`src/vr_cond_consts.vh`:
```
// constants of the reluctance sensor conditioner control block
`ifndef VR_COND_CONSTS_VH
`define VR_COND_CONSTS_VH

// --------------------------------------------------------------
// register field positions
// --------------------------------------------------------------
`define MISC_AUTO_BIT 7
`define MISC_DISABLE_BIT 6
`define MISC_LOWREF_BIT 4
`define MISC_DEGLITCH_BIT 3
`define MISC_SINGLE_BIT 2
`define MISC_SWAP_BIT 1
`define MISC_DETACH_BIT 0
`define PARAM_THR_HI 7
`define PARAM_THR_LO 4
`define PARAM_BLANK_HI 3
`define PARAM_BLANK_LO 0
`define AUTO_MANT_HI 7
`define AUTO_MANT_LO 4
`define AUTO_EXP_HI 3
`define AUTO_EXP_LO 0

// --------------------------------------------------------------
// reset values and codes
// --------------------------------------------------------------
`define RUN_PARAMS_RST 8'h53
`define CRANK_PARAMS_RST 8'h00
`define AUTO_PARAMS_RST 8'h21
`define MISC_PARAMS_RST 8'h00
`define PEAK_RST 4'h0
`define THR_CEILING 4'hF
`define CRANK_EMPTY 8'h00

// --------------------------------------------------------------
// scaling and timing
// --------------------------------------------------------------
`define CNT_W 20
`define CNT_MAX 20'hFFFFF
`define BLANK_SHIFT 5
`define DEGLITCH_MUL 6'h29
`define DEGLITCH_SHIFT 12
`define CLK_PERIOD_NS 50
`define DECAY_TICK_NS 1000
`define DECAY_TICK_CYC ((`DECAY_TICK_NS + `CLK_PERIOD_NS - 1) / `CLK_PERIOD_NS)

`endif

```
`src/sync2.v`:
```
// two flip-flop synchroniser for a bundle of asynchronous levels
`default_nettype none
module sync2 #(
	parameter W = 1
) (
	input wire clk_sys,
	input wire resetn,
	input wire [W-1:0] d,
	output reg [W-1:0] q
);
	reg [W-1:0] meta_r;

	always @(posedge clk_sys or negedge resetn)
	begin
		if (!resetn)
		begin
			meta_r <= {W{1'b0}};
			q <= {W{1'b0}};
		end
		else
		begin
			meta_r <= d;
			q <= meta_r;
		end
	end
endmodule
`default_nettype wire

```
`src/span_timer.v`:
```
// down counter that stays busy for a loaded number of cycles
`default_nettype none
`include "vr_cond_consts.vh"
module span_timer (
	input wire clk_sys,
	input wire resetn,
	input wire clear,
	input wire start,
	input wire [`CNT_W-1:0] len,
	output wire busy
);
	reg [`CNT_W-1:0] cnt_r;

	assign busy = (cnt_r != {`CNT_W{1'b0}});

	always @(posedge clk_sys or negedge resetn)
	begin
		if (!resetn)
			cnt_r <= {`CNT_W{1'b0}};
		else if (clear)
			cnt_r <= {`CNT_W{1'b0}};
		else if (start)
			cnt_r <= len;
		else if (busy)
			cnt_r <= cnt_r - 1'b1;
	end
endmodule
`default_nettype wire

```
`src/reluctance_sensor_conditioner_ctrl.v`:
```
// control and status logic of a variable reluctance sensor conditioner
// Summary of operation
// - blank output after each pulse by code/32 of last reference period
// - miscellaneous bit 7 selects manual or automatic threshold selection
// - manual mode holds threshold at the active parameter code
// - automatic mode jumps threshold to ceiling on every zero crossing
// - automatic mode steps threshold down to target at mantissa/exponent rate
// - disable bit turns conditioning off; reset value keeps it active
// - reference bit selects low pulse timing instead of high pulse
// - deglitch filters both edges with about 1% of last period
// - miscellaneous bit 3 enables deglitch; off after reset
// - single-ended bit wires sensor between positive input and ground
// - swap bit exchanges positive and negative inputs, inverting comparator and zero-cross levels
// - detach bit disconnects internal common-mode reference from both inputs
// - positive peak digitised to 4-bit code in status bits 7..4
// - peak code holds last peak; zero only after power-on or soft reset
// - two flags report positive and negative clamp reached
// - zero cranking register selects running register, else cranking register
// - comparator threshold code is bits 7..4 of active register
`default_nettype none
`include "vr_cond_consts.vh"
module reluctance_sensor_conditioner_ctrl (
	input wire clk_sys,
	input wire resetn,
	input wire soft_reset,
	input wire [7:0] run_params,
	input wire [7:0] crank_params,
	input wire [7:0] auto_params,
	input wire [7:0] misc_params,
	input wire comp_raw,
	input wire polarity_raw,
	input wire [3:0] peak_level_raw,
	input wire peak_toggle_raw,
	input wire clamp_pos_raw,
	input wire clamp_neg_raw,
	output reg [3:0] threshold_code,
	output reg conditioning_off,
	output reg swap_inputs,
	output reg single_ended_select,
	output reg common_ref_detach,
	output reg digitized_tooth_out,
	output reg [3:0] peak_status,
	output reg clamp_pos_flag,
	output reg clamp_neg_flag
);
	// --------------------------------------------------------------
	// state encodings
	// --------------------------------------------------------------
	localparam [2:0] ST_MANUAL = 3'b001;
	localparam [2:0] ST_DECAY = 3'b010;
	localparam [2:0] ST_SETTLED = 3'b100;
	localparam integer TICK_LAST_I = `DECAY_TICK_CYC - 1;
	localparam [4:0] TICK_LAST = TICK_LAST_I[4:0];

	// --------------------------------------------------------------
	// synchronised analogue-side inputs
	// --------------------------------------------------------------
	wire [8:0] sync_q;
	wire comp_s;
	wire pol_s;
	wire clamp_pos_s;
	wire clamp_neg_s;
	wire peak_tog_s;
	wire [3:0] peak_lvl_s;

	sync2 #(
		.W(9)
	) u_sync (
		.clk_sys(clk_sys),
		.resetn(resetn),
		.d({peak_level_raw, peak_toggle_raw, clamp_neg_raw, clamp_pos_raw, polarity_raw, comp_raw}),
		.q(sync_q)
	);

	assign comp_s = sync_q[0];
	assign pol_s = sync_q[1];
	assign clamp_pos_s = sync_q[2];
	assign clamp_neg_s = sync_q[3];
	assign peak_tog_s = sync_q[4];
	assign peak_lvl_s = sync_q[8:5];

	// --------------------------------------------------------------
	// configuration decode
	// --------------------------------------------------------------
	wire auto_mode;
	wire disabled;
	wire low_ref;
	wire deglitch_en;
	wire [7:0] active_params;
	wire [3:0] thr_target;
	wire [3:0] blank_code;
	wire [3:0] mant_raw;
	wire [3:0] mant_eff;
	wire [3:0] exp_code;

	assign auto_mode = misc_params[`MISC_AUTO_BIT];
	assign disabled = misc_params[`MISC_DISABLE_BIT];
	assign low_ref = misc_params[`MISC_LOWREF_BIT];
	assign deglitch_en = misc_params[`MISC_DEGLITCH_BIT];
	assign active_params = (crank_params == `CRANK_EMPTY) ? run_params : crank_params;
	assign thr_target = active_params[`PARAM_THR_HI:`PARAM_THR_LO];
	assign blank_code = active_params[`PARAM_BLANK_HI:`PARAM_BLANK_LO];
	assign mant_raw = auto_params[`AUTO_MANT_HI:`AUTO_MANT_LO];
	assign mant_eff = (mant_raw == 4'h0) ? 4'h1 : mant_raw;
	assign exp_code = auto_params[`AUTO_EXP_HI:`AUTO_EXP_LO];

	// --------------------------------------------------------------
	// pin option outputs
	// --------------------------------------------------------------
	always @(posedge clk_sys or negedge resetn)
	begin
		if (!resetn)
		begin
			conditioning_off <= 1'b0;
			swap_inputs <= 1'b0;
			single_ended_select <= 1'b0;
			common_ref_detach <= 1'b0;
		end
		else
		begin
			conditioning_off <= disabled;
			swap_inputs <= misc_params[`MISC_SWAP_BIT];
			single_ended_select <= misc_params[`MISC_SINGLE_BIT];
			common_ref_detach <= misc_params[`MISC_DETACH_BIT];
		end
	end

	// --------------------------------------------------------------
	// reference period measurement
	// --------------------------------------------------------------
	reg [`CNT_W-1:0] period_cnt_r;
	reg [`CNT_W-1:0] period_r;
	reg ref_d_r;
	wire ref_level;
	wire ref_end;

	assign ref_level = digitized_tooth_out ^ low_ref;
	assign ref_end = ref_d_r & ~ref_level;

	always @(posedge clk_sys or negedge resetn)
	begin
		if (!resetn)
		begin
			period_cnt_r <= {`CNT_W{1'b0}};
			period_r <= {`CNT_W{1'b0}};
			ref_d_r <= 1'b0;
		end
		else if (soft_reset || disabled)
		begin
			period_cnt_r <= {`CNT_W{1'b0}};
			period_r <= {`CNT_W{1'b0}};
			ref_d_r <= 1'b0;
		end
		else
		begin
			ref_d_r <= ref_level;
			if (ref_end)
			begin
				period_r <= period_cnt_r;
				period_cnt_r <= {`CNT_W{1'b0}};
			end
			else if (ref_level && period_cnt_r != `CNT_MAX)
				period_cnt_r <= period_cnt_r + 1'b1;
		end
	end

	// --------------------------------------------------------------
	// scaled durations
	// --------------------------------------------------------------
	wire [23:0] blank_prod;
	wire [25:0] dg_prod;
	wire [`CNT_W-1:0] blank_len;
	wire [`CNT_W-1:0] dg_len;
	wire [`CNT_W-1:0] blank_base;

	// high reference: the pulse that is just ending is still in the running count
	assign blank_base = low_ref ? period_r : period_cnt_r;
	assign blank_prod = blank_base * blank_code;
	assign blank_len = {1'b0, blank_prod[23:`BLANK_SHIFT]};
	assign dg_prod = period_r * `DEGLITCH_MUL;
	assign dg_len = {6'h00, dg_prod[25:`DEGLITCH_SHIFT]};

	// --------------------------------------------------------------
	// deglitch filter
	// --------------------------------------------------------------
	reg filt_r;
	reg dg_pend_r;
	wire mismatch;
	wire dg_busy;
	wire dg_start;

	assign mismatch = comp_s ^ filt_r;
	assign dg_start = deglitch_en & mismatch & ~dg_pend_r;

	span_timer u_deglitch (
		.clk_sys(clk_sys),
		.resetn(resetn),
		.clear(soft_reset | disabled | ~mismatch),
		.start(dg_start),
		.len(dg_len),
		.busy(dg_busy)
	);

	always @(posedge clk_sys or negedge resetn)
	begin
		if (!resetn)
		begin
			filt_r <= 1'b0;
			dg_pend_r <= 1'b0;
		end
		else if (soft_reset || disabled)
		begin
			filt_r <= 1'b0;
			dg_pend_r <= 1'b0;
		end
		else if (!deglitch_en)
		begin
			filt_r <= comp_s;
			dg_pend_r <= 1'b0;
		end
		else if (!mismatch)
			dg_pend_r <= 1'b0;
		else if (!dg_pend_r)
			dg_pend_r <= 1'b1;
		else if (!dg_busy)
		begin
			filt_r <= comp_s;
			dg_pend_r <= 1'b0;
		end
	end

	// --------------------------------------------------------------
	// blanking one shot and conditioned output
	// --------------------------------------------------------------
	wire blank_busy;
	wire pulse_end;

	assign pulse_end = digitized_tooth_out & ~filt_r;

	span_timer u_blank (
		.clk_sys(clk_sys),
		.resetn(resetn),
		.clear(soft_reset | disabled),
		.start(pulse_end),
		.len(blank_len),
		.busy(blank_busy)
	);

	always @(posedge clk_sys or negedge resetn)
	begin
		if (!resetn)
			digitized_tooth_out <= 1'b0;
		else if (soft_reset || disabled)
			digitized_tooth_out <= 1'b0;
		else if (!blank_busy && !pulse_end)
			digitized_tooth_out <= filt_r;
		else if (pulse_end)
			digitized_tooth_out <= 1'b0;
	end

	// --------------------------------------------------------------
	// threshold selection and automatic decay
	// --------------------------------------------------------------
	reg [2:0] thr_state_r;
	reg [2:0] thr_state_nxt;
	reg [3:0] thr_nxt;
	reg pol_d_r;
	reg [4:0] tick_cnt_r;
	reg [`CNT_W-1:0] step_cnt_r;
	wire zero_cross;
	wire tick;
	wire step_due;
	wire [`CNT_W-1:0] decay_len;

	assign zero_cross = pol_s ^ pol_d_r;
	assign tick = (tick_cnt_r == TICK_LAST);
	assign decay_len = {16'h0000, mant_eff} << exp_code;
	assign step_due = tick & (step_cnt_r + 1'b1 >= decay_len);

	always @(posedge clk_sys or negedge resetn)
	begin
		if (!resetn)
		begin
			pol_d_r <= 1'b0;
			tick_cnt_r <= 5'h00;
		end
		else
		begin
			pol_d_r <= pol_s;
			tick_cnt_r <= tick ? 5'h00 : tick_cnt_r + 1'b1;
		end
	end

	always @*
	begin
		thr_state_nxt = thr_state_r;
		thr_nxt = threshold_code;
		case (thr_state_r)
			ST_MANUAL:
			begin
				thr_nxt = thr_target;
				if (auto_mode && zero_cross)
				begin
					thr_nxt = `THR_CEILING;
					thr_state_nxt = ST_DECAY;
				end
			end
			ST_DECAY:
			begin
				if (step_due)
				begin
					if (threshold_code > thr_target)
						thr_nxt = threshold_code - 1'b1;
					else
					begin
						thr_nxt = thr_target;
						thr_state_nxt = ST_SETTLED;
					end
				end
			end
			ST_SETTLED:
				thr_nxt = thr_target;
			default:
			begin
				thr_nxt = thr_target;
				thr_state_nxt = ST_MANUAL;
			end
		endcase
		if (!auto_mode)
		begin
			thr_nxt = thr_target;
			thr_state_nxt = ST_MANUAL;
		end
		else if (zero_cross)
		begin
			thr_nxt = `THR_CEILING;
			thr_state_nxt = ST_DECAY;
		end
	end

	always @(posedge clk_sys or negedge resetn)
	begin
		if (!resetn)
		begin
			thr_state_r <= ST_MANUAL;
			threshold_code <= 4'h5;
			step_cnt_r <= {`CNT_W{1'b0}};
		end
		else if (soft_reset)
		begin
			thr_state_r <= ST_MANUAL;
			threshold_code <= thr_target;
			step_cnt_r <= {`CNT_W{1'b0}};
		end
		else
		begin
			thr_state_r <= thr_state_nxt;
			threshold_code <= thr_nxt;
			if (zero_cross || step_due || thr_state_r != ST_DECAY)
				step_cnt_r <= {`CNT_W{1'b0}};
			else if (tick)
				step_cnt_r <= step_cnt_r + 1'b1;
		end
	end

	// --------------------------------------------------------------
	// peak and clamp status
	// --------------------------------------------------------------
	reg peak_tog_d_r;

	always @(posedge clk_sys or negedge resetn)
	begin
		if (!resetn)
		begin
			peak_tog_d_r <= 1'b0;
			peak_status <= `PEAK_RST;
			clamp_pos_flag <= 1'b0;
			clamp_neg_flag <= 1'b0;
		end
		else
		begin
			peak_tog_d_r <= peak_tog_s;
			clamp_pos_flag <= clamp_pos_s;
			clamp_neg_flag <= clamp_neg_s;
			if (soft_reset)
				peak_status <= `PEAK_RST;
			else if (peak_tog_s ^ peak_tog_d_r)
				peak_status <= peak_lvl_s;
		end
	end
endmodule
`default_nettype wire

```
`config.mk`:
```
export PLATFORM = sky130hd
export DESIGN_NAME = reluctance_sensor_conditioner_ctrl
export DESIGN_NICKNAME = d
export VERILOG_FILES = /design/src/sync2.v /design/src/span_timer.v /design/src/reluctance_sensor_conditioner_ctrl.v
export VERILOG_INCLUDE_DIRS = /design/src
export SDC_FILE = /design/constraint.sdc
export NUM_CORES = 1
export LEC_CHECK = 0
export BUFFER_PORTS_ARGS = -buffer_cell sky130_fd_sc_hd__clkbuf_2
export CORE_ASPECT_RATIO = 0.8
export CORE_MARGIN = 2
export CORE_UTILIZATION = 40
export CTS_CLUSTER_SIZE = 10
export DETAILED_ROUTE_END_ITERATION = 16
export GPL_TIMING_DRIVEN = 0
export SYNTH_ARGS = -nofsm -noshare
export SYNTH_HDL_FRONTEND = slang
export SYNTH_SLANG_ARGS = --single-unit
```
`constraint.sdc`:
```
create_clock -name clk_sys -period 5.6 [get_ports clk_sys]
set_input_delay 0.56 -clock clk_sys [delete_from_list [all_inputs] [get_ports clk_sys]]
set_output_delay 0.56 -clock clk_sys [all_outputs]
set_load 0.01 [all_outputs]
```
# After elaboration in Yosys (flattened, before gate mapping)
# Cells that the tools add are included.
[op_classes] add_sub_neg=6 mul=2 n_lt_le_gt_ge=2 eq_ne=13 shift=1 n_mux=48 bitwise_logic=15 reduce_logical=21
[ops] cell="20-bit two-way mux" n=15
[ops] cell="20-bit by 1-bit adder with 20-bit output (second input constant)" n=2
[ops] cell="20-bit nonzero test" n=2
[ops] cell="20-bit by 1-bit subtractor with 20-bit output (second input constant)" n=2
[ops] cell="4-bit two-way mux" n=9
[ops] cell="20-bit by 6-bit multiplier with 26-bit output (second input constant)" n=1
[ops] cell="20-bit by 4-bit multiplier with 24-bit output" n=1
[ops] cell="20-bit >= comparator" n=1
[ops] cell="20-bit != test (second input constant)" n=1
[ops] cell="4-bit by 4-bit left shift with 20-bit output" n=1
[ops] cell="3-bit two-way mux" n=6
[ops] cell="5-bit != test (second input constant)" n=3
[ops] cell="3-bit nonzero test" n=5
[ops] cell="1-bit two-way mux" n=14
[ops] cell="3-bit one-hot mux with 3 select lines" n=1
[ops] cell="8-bit logical NOT" n=1
[ops] cell="8-bit two-way mux" n=1
[ops] cell="4-bit one-hot mux with 2 select lines" n=1
[ops] cell="3-bit by 1-bit != test with 1-bit output (second input constant)" n=2
[ops] cell="3-bit by 2-bit != test with 1-bit output (second input constant)" n=2
[ops] cell="5-bit by 1-bit adder with 5-bit output (second input constant)" n=1
[ops] cell="1-bit bitwise AND" n=5
[ops] cell="5-bit equality test (second input constant)" n=1
[ops] cell="5-bit two-way mux" n=1
[ops] cell="other kinds (16)" n=29
[word_totals] ff_bits=146 in_bits=44 output_inout_bits=15 elab_cells=131

# Logic depth before layout (Yosys ltp)
[depth] ltp_word=10 depth_mapped=20 ltp_nobuf=19

# Modules after synthesis
# From an unflattened synthesis, not the netlist that was laid out.
[unflattened] hier_cells=1392 hier_area_um2=12179.2
[by_module_without_submodules] module="reluctance_sensor_conditioner_ctrl" n_inst=1 cells_per_inst=1110 area_per_inst_um2=9311.4 seq_area_each_um2=2205.9
[by_module_without_submodules] module="span_timer" n_inst=2 cells_per_inst=132 area_per_inst_um2=1208.7 seq_area_each_um2=500.5
[by_module_without_submodules] module="sync2" n_inst=1 cells_per_inst=18 area_per_inst_um2=450.4 seq_area_each_um2=450.4

# Worst setup path before layout
# OpenSTA, ideal clock, no wires.
[synth_path] path_type="in2reg" startpoint="input crank_params[2]" endpoint="register u_blank.cnt_r[17]" setup_time_ns=0.131 arrival_ns=5.471 required_ns=5.469 path_slack_ns=-0.002 stages=19 n_path_buf=1 cell_sequence="nor4_1 > nand2_1 > nor3_1 > a21oi_1 > clkbuf_1 > or2_2 > fa_1 > fa_1 > inv_1 > ha_1 > a211oi_1 > o211ai_1 > a32oi_1 > o21ai_0 > a31o_2 > o41ai_1 > o21bai_1 > nor4b_1 > or3_1"
[synth_between] elab_chain_len=5
[synth_lines] item="start: declaration" line="reluctance_sensor_conditioner_ctrl.v:27" rtl="input wire [7:0] crank_params,"
[synth_lines] item="8-bit logical NOT (no line)"
[synth_lines] item="8-bit two-way mux (*)" line="reluctance_sensor_conditioner_ctrl.v:100" rtl="assign active_params = (crank_params == `CRANK_EMPTY) ? run_params : crank_params;"
[synth_lines] item="20-bit by 4-bit multiplier with 24-bit output (*)" line="reluctance_sensor_conditioner_ctrl.v:178" rtl="assign blank_prod = blank_base * blank_code;"
[synth_lines] item="20-bit two-way mux (*)" line="span_timer.v:22" rtl="else if (start)"
[synth_lines] item="20-bit two-way mux (*)" line="span_timer.v:20" rtl="else if (clear)"
[synth_lines] item="end signal: assignment" line="span_timer.v:19" rtl="cnt_r <= {`CNT_W{1'b0}};"
[synth_lines] item="end signal: assignment" line="span_timer.v:21" rtl="cnt_r <= {`CNT_W{1'b0}};"
[synth_lines] item="end signal: assignment" line="span_timer.v:23" rtl="cnt_r <= len;"
[synth_lines] item="end: declaration" line="span_timer.v:12" rtl="reg [`CNT_W-1:0] cnt_r;"
# Every way passes the cells marked *; elsewhere a longest branch is shown, timed or not.
# A chain may end at the register's enable or synchronous reset.

# Worst setup path after layout
[layout_path] startpoint="input crank_params[4]" endpoint="register u_blank.cnt_r[17]"
[layout_between] elab_chain_len=5
[layout_lines] item="8-bit logical NOT (no line)"
[layout_lines] item="8-bit two-way mux" line="reluctance_sensor_conditioner_ctrl.v:100"
[layout_lines] item="20-bit by 4-bit multiplier with 24-bit output" line="reluctance_sensor_conditioner_ctrl.v:178"
[layout_lines] item="20-bit two-way mux" line="span_timer.v:22"
[layout_lines] item="20-bit two-way mux" line="span_timer.v:20"
# No other way between the ends.

==> key figures <==
Outcome
  • Status: complete, no violations

Yosys
  • Synthesized area: 11800 um2
  • Post-synth EDFFs: 0
  • Synth warnings: 0
  • #FFs+latches synth: 146
  • Asr flop ratio synth: 100%
  • Synth cell types: 62
  • Top_reg_cell synth: dfrtp_1
  • Syn nets: 1567
  • Post-Synthesis Cells: 1356
  • Share of the yosys chip area belonging to registers: 31.1%
  • Avg Inst Size Synth: 8.68 um2

Critical path
  • RR Startpoint: period_r[5]$_DFFE_PN0P_
  • R2R Setup Slk: 0.70 ns
  • Crit path required time: 5.91 ns
  • Critical-path top delay cell: fa_1
  • CP Capture Type: flip-flop
  • Stages on the worst setup path: 20
  • Crit path cell chain: clkbuf_2 -> nor4_4 -> nand2_1 -> nor3_4 -> a21oi_1 -> clkbuf_2 -> or2_2 -> fa_1 -> fa_1 -> inv_1 -> ha_1 -> a211oi_1 -> o211ai_1 -> a32oi_1 -> o21ai_1 -> a31o_2 -> o41ai_4 -> o21bai_1 -> nor4b_1 -> or3_1
  • Critical path class: input port to flip-flop
  • Capturing point of the worst reg2reg path: u_blank.cnt_r[17]$_DFFE_PN0P_
  • Slowest cell delay on critical path: 0.55 ns
  • Cell family with most CP delay: compound AO/OA/AOI/OAI gates
  • Buf/Inv on CP: 3
  • Reg2Reg Depth: 16
  • Worst Path Max Fanout: 10
  • Crit path DAT: 5.66 ns
  • Critical path startpoint category: input port

Layout
  • Syn-to-layout area delta: 12.2%
  • FILL cells: 2865
  • # diodes: 0
  • Commonest cells after routing, fill and taps aside: nor2_1 (164), inv_1 (160), nand2_1 (145)
  • Non-Filler Instances: 1823
  • Commonest non-fill, non-tap cell in the layout: nor2_1
  • Fin util: 45.3%
  • Layout cell share with drive strength beyond 1: 9.75%
  • Final Net Count: 1644

Run
  • Maxcap violations: 0

Power
  • Leakage power figure: 6.61 nW
  • Overall power: 0.00297 W
  • PwrDens: 225 nW/um2
  • Peak supply drop: 0.258 mV

Die
  • CORE AREA: 29100 um2
  • Chip height: 157 um
  • Width of the die: 196 um
  • Die Area: 30800 um2
  • Row cnt: 56
  • Initial Utilization: 40.4%
  • IO Pins: 59

Global route
  • Vias in the first global route: 9121
  • Remaining global-route overflow: 0
  • First-pass GRT wire length: 45600 um
  • Largest net degree at the start of global routing: 116
  • All-Layer GR Usage: 18.5%
  • Initial antenna violation count: 0

Timing
  • Max-slew violation total from the final report: 0
  • Final worst-path cycle share: 95.5%
  • Post-route minimum period: 5.35 ns
  • Final setup fails: 0
  • RSZ-0062 raised after global routing: false
  • Clock skew: 0.00834 ns
  • Slew margin rel.: 31.9%
  • Worst Tran Pin Value: 1.02 ns
  • Setup slack after layout: 0.251 ns
  • Final Hold Viols: 0
  • Fmax achieved: 187 MHz
  • Final hold slack: 0.0316 ns

Clocking
  • CTS Buffer Depth: 2
  • Sink Count: 146
  • CTS buffer count: 17
  • H-tree depth: 4
  • CTS Root Cell: clkbuf_16
  • CTS tree: built
  • Insertion delay of the later-clocked pin in the worst-skew pair: 0.44 ns
  • Worst-path clk slew: 0.07 ns

Drt
  • Total Wirelength: 27100 um
  • Per-cell routed wire length: 14.9 um
  • Drt first pass iters: 5
  • 1st-iter DRT viols: 578
  • Vias: 9337
  • DRC viols: 0
  • Antenna Nets Post-Route: 0
  • Via density: 5.12

Hold path
  • Hold Path Class: input port to async pin

Placement
  • RePlAce Congestion: 0.833
  • Port Buf Inserts: 55
  • Pre-CTS setup slack: -0.914 ns
  • DP HPWL: 20900 um
  • Dpl cells: 1789
state kept, by name, indices dropped and copies added, names as in the netlist, 3 cells and up:
signal,cells
step_cnt_r,20
peak_status,4
tick_cnt_r,5
thr_state_r,3
u_blank.cnt_r,20
threshold_code,4
period_r,20
period_cnt_r,20
u_sync.q,9
u_sync.meta_r,9
u_deglitch.cnt_r,20
power by group:
group          internal [W]  switching, W  total (W)
registers           0.00111     0.0000452    0.00115
clock network      0.000645      0.000506    0.00115
logic              0.000269      0.000394   0.000663
total               0.00202      0.000946    0.00297
cell families after synthesis:
group	Yosys count	synth area share, %
XOR/XNOR	94	6.99
buffers and inverters	198	6.34
multiplexers	34	2.96
AO/OA/AOI/OAI	206	11.3
AND/OR/NAND/NOR	511	20.5
flip-flops	146	31.1
adder cells (fa/ha/maj)	167	20.9
area by class of cell:
| cell class | instances | area, um2 | area share, % |
|---|---|---|---|
| Multi-Input combinational cell | 1012 | 7420 | 56.2 |
| Clock buffer | 20 | 457 | 3.46 |
| Tap cell | 377 | 472 | 3.57 |
| Inverter | 160 | 601 | 4.55 |
| Clock inverter | 12 | 124 | 0.938 |
| Buffer | 37 | 145 | 1.10 |
| Sequential cell | 146 | 3660 | 27.7 |
| Timing Repair Buffer | 59 | 334 | 2.53 |
worst max path at each step:
| stage | slack (ns) | endpoint | startpoint |
|---|---|---|---|
| 2_1_floorplan | 0.15 | u_blank.cnt_r[17]$_DFFE_PN0P_ | crank_params[2] |
| 3_5_place_dp | -0.91 | u_blank.cnt_r[17]$_DFFE_PN0P_ | crank_params[2] |
| 6_report | 0.25 | u_blank.cnt_r[17]$_DFFE_PN0P_ | crank_params[4] |
| 3_3_place_gp | -0.78 | u_blank.cnt_r[17]$_DFFE_PN0P_ | crank_params[2] |
| 4_1_cts | 0.01 | u_blank.cnt_r[17]$_DFFE_PN0P_ | crank_params[2] |
| 5_1_grt | 0.04 | u_blank.cnt_r[17]$_DFFE_PN0P_ | crank_params[4] |
synthesized netlist by cell type, types with 3 or more instances:
library cell | count | share of area (%)
a22oi_1 | 4 | 0.26
and2_1 | 8 | 0.43
buf_2 | 3 | 0.13
nand3_1 | 29 | 1.2
a32o_1 | 3 | 0.26
xnor2_1 | 49 | 3.6
a21oi_1 | 76 | 3.2
nor2b_1 | 13 | 0.69
nor4_1 | 8 | 0.43
nor3_1 | 31 | 1.3
or2_2 | 23 | 1.2
a22o_1 | 3 | 0.22
ha_1 | 118 | 13
nand2_1 | 145 | 4.6
dfrtp_1 | 143 | 30
a31o_2 | 3 | 0.22
o21ai_0 | 34 | 1.4
nand4_1 | 12 | 0.64
inv_1 | 160 | 5.1
clkbuf_1 | 34 | 1.1
nor2_1 | 164 | 5.2
nor4b_1 | 3 | 0.22
xor2_1 | 45 | 3.3
nand2b_1 | 36 | 1.9
o21bai_1 | 3 | 0.19
mux2_2 | 7 | 0.67
dfstp_2 | 3 | 0.67
mux2i_1 | 27 | 2.3
o21a_1 | 8 | 0.51
a211oi_1 | 19 | 1.2
o31ai_1 | 5 | 0.32
o32ai_1 | 3 | 0.22
or4_1 | 4 | 0.26
and3_1 | 8 | 0.43
o211ai_1 | 5 | 0.32
or3_1 | 9 | 0.48
a21o_1 | 22 | 1.4
and4_1 | 8 | 0.60
fa_1 | 49 | 8.3
worst reg2reg max path, stage by stage (launching register included):
cell and delay [ns]:
dfrtp_1 0.48, mux2i_1 0.46, nor2_1 0.13, fa_1 0.56
inv_1 0.06, fa_1 0.54, inv_1 0.04, ha_1 0.35
a211oi_1 0.22, o211ai_1 0.21, a32oi_1 0.29, o21ai_1 0.16
a31o_2 0.30, o41ai_4 0.26, o21bai_1 0.15, nor4b_1 0.16
or3_1 0.38
routing by layer:
metal | vias up | wire, um | part of all wire, % | GRT usage (%)
li1 | 4683 | - | - | -
met3 | 19 | 1190 | 4.4 | 3.60
met5 | - | 0 | 0 | 0
met2 | 181 | 11500 | 43 | 28.0
met1 | 4454 | 14100 | 52 | 27.1
met4 | 0 | 296 | 1.1 | 4.47
per-stage QoR:
stage	instance area [um2]	TNS, ns
after floorplan	11800	0
after global placement	12500	-2.64
after detailed placement	12600	-4.11
after CTS	13200	0
after global routing	13200	0
final	13200	0
repair_timing:
item / CTS / global route
setup buffers: 0 / 3
pin swaps: 0 / 3
hold buffers: 0 / 0
setup endpoints to repair: 4 / 4
resized for setup: 3 / 9
endpoints found under the hold margin: 0 / 0
(Power assumes the default switching activity.)
